File: src/rtl/tt_sync_pkg.sv
// shared constants and types for the translator frame/microframe sync block
package tt_sync_pkg;
   // microframe period in ns and its length in mclk cycles at 10 MHz
   localparam int unsigned UFRAME_NS      = 125000;
   localparam int unsigned CLK_NS         = 100;
   localparam int unsigned UFRAME_CYC     = UFRAME_NS / CLK_NS;
   localparam int unsigned UFRAMES_PER_FR = 8;
   localparam int unsigned MISS_LIMIT     = 3;
   localparam int unsigned LOCK_SOFS      = 2;
   localparam int unsigned FRNUM_W        = 11;
   localparam logic [2:0]  UFRAME_ZERO    = 3'h0;
   localparam logic [2:0]  UFRAME_LAST    = 3'h7;
   localparam logic [1:0]  PROTO_SINGLE   = 2'h1;
   localparam logic [1:0]  PROTO_MULTI    = 2'h2;

   // start-of-frame packet seen upstream
   typedef struct packed {
      logic               valid;
      logic [FRNUM_W-1:0] frnum;
   } sof_t;

   // one split transaction token seen upstream
   typedef struct packed {
      logic valid;
      logic periodic;
      logic start;
   } split_t;

   // gates handed to the rest of the translator
   typedef struct packed {
      logic fs_sof;
      logic ls_keepalive;
      logic periodic_start_ok;
      logic periodic_ss_accept;
      logic periodic_flush;
      logic periodic_cs_answer;
      logic bulk_issue_ok;
      logic bulk_ss_accept;
      logic bulk_cs_answer;
      logic bulk_keep;
      logic uframe_tick;
   } gate_t;
endpackage : tt_sync_pkg

File: src/rtl/tt_frame_uframe_sync.sv
// microframe and frame timer lock and translator gating
// Contract
// - two consecutive microframe SOFs lock microframe timer
// - zeroth microframe means frame number plus one
// - frame start at SOF with changed number
// - frame lock needs zeroth SOF after microframe lock
// - frame stays locked counting eight microframes
// - three missed SOFs drop both locks
// - full-speed SOFs only with frame lock
// - SOFs resume at start of next frame
// - microframe number and zeroth microframe drive pipeline
// - buffered periodic complete-splits still answered
// - loss of lock flushes periodic start-splits
// - periodic start-splits ignored while unlocked
// - no SOFs or keep-alives while unlocked
// - no new periodic downstream work while unlocked
// - bulk/control splits still accepted and answered
// - bulk/control held, not issued, until relock or clear
// - nothing downstream while upstream port suspended
// - normal operation needs both timers locked
// - protocol one single, two multiple translators
`timescale 1ns/10ps
module tt_frame_uframe_sync
   import tt_sync_pkg::*;
#(
   parameter int unsigned UFRAME_CYCLES = UFRAME_CYC
) (
   input  wire logic                 mclk,
   input  wire logic                 arst_n,
   input  wire tt_sync_pkg::sof_t    sof,
   input  wire tt_sync_pkg::split_t  split,
   input  wire logic                 clear_tt_buf,
   input  wire logic                 suspend_pin,
   input  wire logic [1:0]           if_protocol,
   input  wire logic                 fl_busy,
   output tt_sync_pkg::gate_t        gate,
   output logic                      uframe_locked,
   output logic                      frame_locked,
   output logic [2:0]                uframe_num,
   output logic                      multi_tt,
   output logic                      split_ignored
);
   import tt_sync_pkg::*;

   localparam int CW = $clog2(UFRAME_CYCLES + 1);
   localparam logic [CW-1:0] TICK_LAST = CW'(UFRAME_CYCLES - 1);
   localparam logic [1:0] MISS_LAST = 2'(MISS_LIMIT - 1);
   localparam logic [1:0] LOCK_LAST = 2'(LOCK_SOFS - 1);

   ////////////////////////////////////////////////////////////////////////
   // suspend pin synchroniser
   // only the second flop is read; the first may be metastable
   logic susp_r;

   bit_sync #(
      .RST_VAL (1'b0)
   ) sync_u (
      .mclk   (mclk),
      .arst_n (arst_n),
      .d      (suspend_pin),
      .q      (susp_r)
   );

   ////////////////////////////////////////////////////////////////////////
   // microframe window: restarted by every SOF so an early SOF never reads as miss
   logic [CW-1:0] tick_r, tick_nxt;
   // one-cycle marker after each microframe boundary
   logic          tick_r1, tick_nxt1;
   logic          tick_end;
   logic          miss_win;

   assign tick_end = (tick_r == TICK_LAST);
   // a window that closes with no SOF in it is a missed microframe
   assign miss_win = tick_end && !sof.valid;

   always_comb begin
      tick_nxt  = tick_end ? '0 : tick_r + CW'(1);
      tick_nxt1 = sof.valid || miss_win;
      if (sof.valid) begin
         tick_nxt = '0;
      end
   end

   always_ff @(posedge mclk or negedge arst_n) begin
      if (!arst_n) begin
         tick_r  <= '0;
         tick_r1 <= 1'b0;
      end else begin
         tick_r  <= tick_nxt;
         tick_r1 <= tick_nxt1;
      end
   end

   ////////////////////////////////////////////////////////////////////////
   // microframe lock: consecutive SOF count and missed window count
   logic [1:0]         miss_r, miss_nxt;
   logic [1:0]         hits_r, hits_nxt;
   logic               prev_ok_r, prev_ok_nxt;
   logic [FRNUM_W-1:0] prev_fn_r, prev_fn_nxt;
   logic               ulock_r, ulock_nxt;
   logic               flush_r, flush_nxt;
   logic               lose_lock;
   logic               zero_sof;

   assign lose_lock = miss_win && (miss_r == MISS_LAST);
   // frame number moved on by one since the last microframe: zeroth SOF
   assign zero_sof  = sof.valid && prev_ok_r &&
                      (sof.frnum == prev_fn_r + FRNUM_W'(1));

   always_comb begin
      miss_nxt    = miss_r;
      hits_nxt    = hits_r;
      prev_ok_nxt = prev_ok_r;
      prev_fn_nxt = prev_fn_r;
      ulock_nxt   = ulock_r;
      flush_nxt   = 1'b0;
      if (sof.valid) begin
         miss_nxt    = '0;
         prev_ok_nxt = 1'b1;
         prev_fn_nxt = sof.frnum;
         if (hits_r != LOCK_LAST) begin
            hits_nxt = hits_r + 2'h1;
         end
         if (ulock_r || hits_r == LOCK_LAST) begin
            ulock_nxt = 1'b1;
         end
      end else if (miss_win) begin
         prev_ok_nxt = 1'b0;
         hits_nxt    = '0;
         // a lost lock flushes only when it was held, not on idle misses
         if (lose_lock) begin
            miss_nxt  = '0;
            ulock_nxt = 1'b0;
            flush_nxt = ulock_r;
         end else begin
            miss_nxt = miss_r + 2'h1;
         end
      end
   end

   always_ff @(posedge mclk or negedge arst_n) begin
      if (!arst_n) begin
         miss_r    <= '0;
         hits_r    <= '0;
         prev_ok_r <= 1'b0;
         prev_fn_r <= '0;
         ulock_r   <= 1'b0;
         flush_r   <= 1'b0;
      end else begin
         miss_r    <= miss_nxt;
         hits_r    <= hits_nxt;
         prev_ok_r <= prev_ok_nxt;
         prev_fn_r <= prev_fn_nxt;
         ulock_r   <= ulock_nxt;
         flush_r   <= flush_nxt;
      end
   end

   ////////////////////////////////////////////////////////////////////////
   // microframe number: steps once per microframe, seen or missed
   logic [2:0] ufn_r, ufn_nxt;
   logic       uframe_step;
   logic       frame_wrap;

   assign uframe_step = sof.valid || miss_win;
   // eight microframes on from the zeroth one a new frame begins
   assign frame_wrap  = uframe_step && (ufn_r == UFRAME_LAST);

   always_comb begin
      ufn_nxt = ufn_r;
      if (uframe_step) begin
         ufn_nxt = ufn_r + 3'h1;
      end
      // a zeroth SOF pulls the count back in line
      if (zero_sof) begin
         ufn_nxt = UFRAME_ZERO;
      end
   end

   always_ff @(posedge mclk or negedge arst_n) begin
      if (!arst_n) begin
         ufn_r <= '0;
      end else begin
         ufn_r <= ufn_nxt;
      end
   end

   ////////////////////////////////////////////////////////////////////////
   // frame lock and downstream SOF arming
   logic flock_r, flock_nxt;
   logic sof_go_r, sof_go_nxt;

   always_comb begin
      flock_nxt  = flock_r;
      sof_go_nxt = sof_go_r;
      // a zeroth SOF only counts once microframes are locked
      if (zero_sof && ulock_r) begin
         flock_nxt = 1'b1;
      end
      // SOFs wait for a whole frame after lock, never a partial one
      if (flock_r && frame_wrap) begin
         sof_go_nxt = 1'b1;
      end
      if (lose_lock) begin
         flock_nxt  = 1'b0;
         sof_go_nxt = 1'b0;
      end
   end

   always_ff @(posedge mclk or negedge arst_n) begin
      if (!arst_n) begin
         flock_r  <= 1'b0;
         sof_go_r <= 1'b0;
      end else begin
         flock_r  <= flock_nxt;
         sof_go_r <= sof_go_nxt;
      end
   end

   ////////////////////////////////////////////////////////////////////////
   // translator organization latch
   // the protocol is only taken while no full-/low-speed work is in flight
   logic [1:0] proto_r, proto_nxt;

   always_comb begin
      proto_nxt = proto_r;
      if (!fl_busy) begin
         proto_nxt = if_protocol;
      end
   end

   always_ff @(posedge mclk or negedge arst_n) begin
      if (!arst_n) begin
         proto_r <= PROTO_SINGLE;
      end else begin
         proto_r <= proto_nxt;
      end
   end

   ////////////////////////////////////////////////////////////////////////
   // gating of translator activity
   logic up;
   logic run;
   logic ds_run;
   logic fs_run;

   // a suspended upstream port silences everything downstream
   assign up     = !susp_r;
   assign run    = ulock_r && flock_r;
   assign ds_run = run && up;
   assign fs_run = ds_run && sof_go_r;

   always_comb begin
      // downstream frame markers
      gate.fs_sof             = fs_run;
      gate.ls_keepalive       = fs_run;
      // periodic pipeline
      gate.periodic_start_ok  = ds_run;
      gate.periodic_ss_accept = ulock_r;
      gate.periodic_flush     = flush_r;
      gate.periodic_cs_answer = 1'b1;
      // bulk/control buffers
      gate.bulk_issue_ok      = ds_run;
      gate.bulk_ss_accept     = 1'b1;
      gate.bulk_cs_answer     = 1'b1;
      gate.bulk_keep          = !ulock_r && !clear_tt_buf;
      // microframe pacing for the pipeline
      gate.uframe_tick        = tick_r1 && ulock_r;
   end

   // status seen by the rest of the hub
   assign uframe_locked = ulock_r;
   assign frame_locked  = flock_r;
   assign uframe_num    = ufn_r;
   assign multi_tt      = (proto_r == PROTO_MULTI);
   assign split_ignored = split.valid && split.periodic && split.start &&
                          !ulock_r;
endmodule : tt_frame_uframe_sync

////////////////////////////////////////////////////////////////////////
// two-flop synchroniser for a pin from outside the clock domain
module bit_sync #(
   parameter logic RST_VAL = 1'b0
) (
   input  wire logic mclk,
   input  wire logic arst_n,
   input  wire logic d,
   output logic      q
);
   logic meta_r;

   always_ff @(posedge mclk or negedge arst_n) begin
      if (!arst_n) begin
         meta_r <= RST_VAL;
         q      <= RST_VAL;
      end else begin
         meta_r <= d;
         q      <= meta_r;
      end
   end
endmodule : bit_sync

File: config.mk
export PLATFORM = sky130hd
export DESIGN_NAME = tt_frame_uframe_sync
export DESIGN_NICKNAME = d
export VERILOG_FILES = /design/src/rtl/tt_sync_pkg.sv /design/src/rtl/tt_frame_uframe_sync.sv
export SDC_FILE = /design/constraint.sdc
export NUM_CORES = 1
export LEC_CHECK = 0
export BUFFER_PORTS_ARGS = -buffer_cell sky130_fd_sc_hd__buf_4
export CORE_AREA = 8 8 81 83
export DETAILED_ROUTE_END_ITERATION = 12
export DIE_AREA = 0 0 89 91
export SYNTH_ARGS = -nofsm -noshare
export SYNTH_HDL_FRONTEND = slang
export SYNTH_SLANG_ARGS = --single-unit
File: constraint.sdc
create_clock -name mclk -period 4.6 [get_ports mclk]
set_clock_uncertainty 0.1 [all_clocks]
set_input_delay 0.92 -clock mclk [delete_from_list [all_inputs] [get_ports mclk]]
set_output_delay 0.92 -clock mclk [all_outputs]
set_load 0.05 [all_outputs]
==> results.yml, run 1 <==
power:
  power_w: 0.000891
  powerDensity_nw_per_um2: 363
  peakVddDrop_v: 0.000218
  leakagePower_nw: 1.09
placement:
  gp_congestion: 0.763
  place_hpwl_mm: 2.89
  io_buffers: 36
drt:
  vias: 1469
  drtIter0Drc: 76
  wl_per_cell_um: 12.9
  postRouteAntennaNets: 0
  drc: 0
  drtPass1Iterations: 4
  routed_wl_mm: 3.90
  viasPerCell: 4.85
clock_tree:
  postCtsSetupBuffers: 0
  clock-sinks: 39
  holdBufCountCts: 0
  cts_tree: "built"
  insertion_delay_ns: 0.29
  cts_resized: 0
  clockBufferDepth: 2
  clk_pin_slew_worst_paths_ns: 0.07
  cts_buffers: 5
  cts_root_buf: "clkbuf_8"
  htreeDepth: 2
global_route:
  grt_pass1_wl_mm: 6.92
  grt_overflow: 0
  grt_pass1_vias: 1484
  grt_max_degree: 40
  antenna_found_initial: 0
  grtUsageTotal_pct: 10.7
critical_path:
  critPathKind: "input port to primary output"
  cp-end-kind: "primary output"
  crit_required_ns: 3.58
  critPathLaunchType: "input port"
  arrival_ns: 1.39
  critPathMaxFanout: 1
sta:
  hold_viol: 0
  fin_crit_ns: 2.41
  max_freq_ghz: 0.415
  final-setup-viol-count: 0
  hold_ws_ns: 0.251
  finalSetupTns_ns: 0
  post-route-period-util_pct: 52.4
  tightestPinTransition_ns: 0.706
  rsz0062_at_grt: "false"
  drv_slew: 0
  slew_headroom_pct: 52.9
synthesis:
  yosysUniqueCellTypes: 48
  syn_avg_cell_area_um2: 10.5
  synth_edf_count: 0
  asyncSetResetFlopFracSynth_pct: 100
  ys.flop_type: "dfrtp_1"
  synth_top_area_share_pct: 45.4
  yosys-top-cells-count: "dfrtp_1, nor2_1, nand2_1, xnor2_1, mux2_2"
  synth_area_leaders: "dfrtp_1, mux2_2, xnor2_1"
  yosys.area.top_type: "dfrtp_1"
  synth-seq-area-share_pct: 46.7
  synth.most_common_cell: "dfrtp_1"
  ys_ff_latch: 39
  synth_cells: 199
  yosysWarningCount: 0
  synth_area_um2: 2090
die:
  die-area_um2: 8100
  io_pins: 40
  initial_core_util_pct: 39.2
  chipWidth_um: 89
  design.core.area_um2: 5340
  num_rows: 27
  die_h_um: 91
run_status:
  outcome: "finished clean"
final_layout:
  nFillCells: 532
  area_growth_pct: 17.3
  final_util_pct: 46.0
  diodes: 0
  drive_gt1_share_pct: 27.7
  fin_nets: 258
run:
  cap_violations: 0
hold_path:
  hold_class: "flop to flop"
cell usage in the layout (no fill, tap or decap), types with 2 or more instances in the layout:
cell / synthesis / final
ha_1: 6 / 6
nor2b_1: 4 / 4
clkinv_2: 0 / 3
nand3b_1: 2 / 2
and2_1: 4 / 4
a21oi_1: 3 / 3
xnor2_1: 14 / 14
nor3b_1: 2 / 2
mux2i_1: 3 / 3
nand2_1: 14 / 14
a21o_1: 2 / 2
buf_4: 9 / 36
mux2_2: 13 / 13
clkbuf_8: 0 / 5
dfrtp_1: 38 / 38
and3_1: 2 / 2
conb_1: 1 / 3
o21ai_0: 5 / 5
nor2_1: 25 / 25
xor2_1: 8 / 8
nand3_1: 6 / 6
nand4_1: 4 / 4
inv_1: 3 / 3
nor3_1: 3 / 3
metrics by stage:
step | instances | worst slack [ns] | cell area (um2)
final | 303 | 2.19 | 2460
after global routing | 303 | 2.10 | 2460
after CTS | 303 | 2.18 | 2460
after detailed placement | 295 | 1.94 | 2370
after global placement | 295 | 1.97 | 2370
after floorplan | 201 | 2.02 | 2100
critical path, cell delays in order:
cell and delay [ns]:
buf_4 0.10, and4_1 0.18, buf_4 0.18
sequential cells by signal, indices dropped and copies added (netlist names):
register,flops
prev_fn_r,11
tick_r,11
uframe_num,3
hits_r,2
miss_r,2
proto_r,2
flush_r,1
frame_locked,1
prev_ok_r,1
sof_go_r,1
sync_u.meta_r,1
sync_u.q,1
tick_r1,1
uframe_locked,1
logic make-up after synthesis:
kind of cell,synth area share [%]
AO/OA/AOI/OAI,6.03
multiplexers,8.42
other,0.179
adder cells (fa/ha/maj),3.58
XOR/XNOR,9.20
buffers and inverters,4.96
flip-flops,46.7
AND/OR/NAND/NOR,21.0
cell type report:
type                       count  area (um2)  area share (%)
clock inverter                 3        15.0           0.611
multi-input combinational    144        1020            41.5
inverter                       4        15.0           0.611
clock buffer                   5        68.8            2.80
timing repair buffer          36         270            11.0
sequential                    39         977            39.8
tap                           72        90.1            3.67
worst paths after layout:
| path | from | end | slack (ns) | cells past startpoint |
|---|---|---|---|---|
| max | split[0] | split_ignored | 2.19 | 3 |
| min | sync_u.meta_r | sync_u.q | 0.25 | 0 |
| max reg2reg | prev_fn_r[0] | frame_locked | 2.45 | 7 |
| min reg2reg | sync_u.meta_r | sync_u.q | 0.25 | 0 |
| max in group asynchronous | arst_n | proto_r[0] | 3.55 | 1 |
| min in group asynchronous | arst_n | tick_r[1] | 0.49 | 1 |
metal layers:
metal / GRT usage, % / up-vias / wire [um] / part of all wire, %
met5: 0 / - / 0 / 0
met4: 4.99 / 0 / 80 / 2.1
met3: 2.79 / 7 / 216 / 5.5
met2: 16.3 / 24 / 1790 / 46
met1: 13.7 / 699 / 1810 / 47
li1: - / 739 / - / -
where the power goes:
part / internal, W / switching [W]
Sequential: 0.000383 / 0.0000376
Combinational: 0.000104 / 0.000145
Clock: 0.000104 / 0.000118
No activity file was read; power rests on OpenSTA's default activity.
==> run 2: changes to the inputs <==
==> constraint.sdc (replaced) <==
create_clock -name mclk -period 2 [get_ports mclk]
set_clock_uncertainty 0.1 [all_clocks]
set_input_delay 0.4 -clock mclk [delete_from_list [all_inputs] [get_ports mclk]]
set_output_delay 0.4 -clock mclk [all_outputs]
set_load 0.05 [all_outputs]
==> results.yml, run 2 (synthesized netlist as in run 1, its figures left out) <==
final_layout:
  drive_gt1_share_pct: 33.7
  nFillCells: 500
  final_util_pct: 49.2
  instances_no_fill: 318
  area_growth_pct: 25.5
  final_cell_mix: "buf_4, dfrtp_1, nor2_1"
  register_area_um2: 980
  diodes: 0
  mostFrequentLayoutCell: "buf_4"
  fin_nets: 273
  multi_input_comb_area_um2: 1050
critical_path:
  reg2reg_depth: 7
  cp_cell_sequence: "nand4_1 -> or4_4 -> a21oi_2 -> nor3_1 -> a311oi_2 -> buf_4 -> a22o_1"
  cp-end-kind: "flop"
  arrival_ns: 2.13
  cp_slowest_cell: "or4_4"
  critPathLaunchType: "flop"
  reg2reg_slack_ns: 0.004
  critical_path.endpoint: "frame_locked"
  reg2reg_to: "frame_locked"
  crit_required_ns: 2.14
  crit_start: "prev_fn_r[4]"
  critPathMaxFanout: 5
  crit_path_max_incr_delay_ns: 0.56
  r2r_start: "prev_fn_r[4]"
  critPathKind: "flop to flop"
drt:
  postRouteAntennaNets: 0
  drtIter0Drc: 62
  drtPass1Iterations: 4
  routed_wl_mm: 4.13
  wl_per_cell_um: 13.0
  viasPerCell: 4.77
  drc: 0
  vias: 1518
clock_tree:
  cts_root_buf: "clkbuf_8"
  clock-sinks: 39
  htreeDepth: 2
  clockBufferDepth: 2
  cts_buffers: 5
  cts_tree: "built"
  clk_pin_slew_worst_paths_ns: 0.07
  insertion_delay_ns: 0.30
global_route:
  grtUsageTotal_pct: 10.7
  grt_pass1_wl_mm: 6.91
  grt_max_degree: 40
  grt_overflow: 0
  grt_pass1_vias: 1531
  antenna_found_initial: 0
sta:
  post-route-period-util_pct: 99.8
  fin_crit_ns: 2.00
  drv_slew: 0
  max_freq_ghz: 0.501
  hold_viol: 0
  rsz0062_at_grt: "true"
  hold_ws_ns: 0.111
  final-setup-viol-count: 0
run_status:
  outcome: "finished clean"
power:
  powerDensity_nw_per_um2: 850
  peakVddDrop_v: 0.000372
  leakagePower_nw: 1.18
die:
  io_pins: 40
  design.core.area_um2: 5340
  initial_core_util_pct: 39.2
  die-area_um2: 8100
  chipWidth_um: 89
  die_h_um: 91
  num_rows: 27
run:
  cap_violations: 0
placement:
  gp_congestion: 0.733
  placedCellCount: 305
  io_buffers: 36
  place_hpwl_mm: 2.95
hold_path:
  hold_class: "input port to flop"
run 2: cell types whose count changed in the layout (fill, tap and decap cells not counted), moves of 2 or more:
cell	before	now
buf_4	36	50
clkinv_2	3	0
dfrtp_1	38	36
dfrtp_2	0	2
run 2: layout make-up:
class | instances | area share, %
repair buffers | 51 | 14.7
clock inverters | 2 | 1.43
clock buffers | 6 | 2.76
multi-input cells | 144 | 39.9
flip-flops and latches | 39 | 37.3
well taps | 72 | 3.43
inverters | 4 | 0.571
run 2: report_power, final:
group,switching [W],internal [W]
Sequential,0.0000767,0.000883
Clock,0.000282,0.000372
Combinational,0.000351,0.000271
Total,0.000710,0.00153
run 2: per-stage QoR:
stage | setup TNS, ns | total power [W] | area [um2] | setup slack [ns]
finish | 0 | 0.00224 | 2630 | 0.00420
global route | -0.337 | 0.00238 | 2630 | -0.104
CTS | 0 | 0.00225 | 2590 | 0.000282
detailed placement | -0.555 | 0.00158 | 2450 | -0.153
global placement | -0.380 | 0.00157 | 2450 | -0.112
floorplan | 0 | 0.00139 | 2100 | 0.0551
run 2: what timing repair did:
| item | CTS | global route |
|---|---|---|
| resized for setup | 4 | 3 |
| hold buffers | 1 | 0 |
| hold endpoints to repair | 38 | 0 |
| endpoints found under the setup margin | 4 | 5 |
| pin swaps | 1 | 7 |
| setup buffers | 1 | 3 |
run 2: worst max-delay path: cells and delay by family, from the launching register on:
kind	cells	cell delay, ns
buf+inv	1	0.16
simple gates	3	0.82
compound gates	3	0.43
flops	1	0.43
run 2: per-layer routing:
| metal | global-route usage, % | routed length (um) | vias up |
|---|---|---|---|
| met2 | 17.3 | 1980 | 24 |
| li1 | - | - | 767 |
| met3 | 3.06 | 230 | 5 |
| met4 | 4.58 | 72 | 0 |
| met1 | 12.8 | 1840 | 722 |
| met5 | 0 | 0 | - |
run 2: worst min-delay path by stage:
stage                              from            end  cells after the start
final                       suspend_pin  sync_u.meta_r                      1
after global routing        suspend_pin  sync_u.meta_r                      1
after global placement    sync_u.meta_r       sync_u.q                      0
after CTS                   suspend_pin  sync_u.meta_r                      1
after floorplan                  arst_n        flush_r                      0
after detailed placement  sync_u.meta_r       sync_u.q                      0
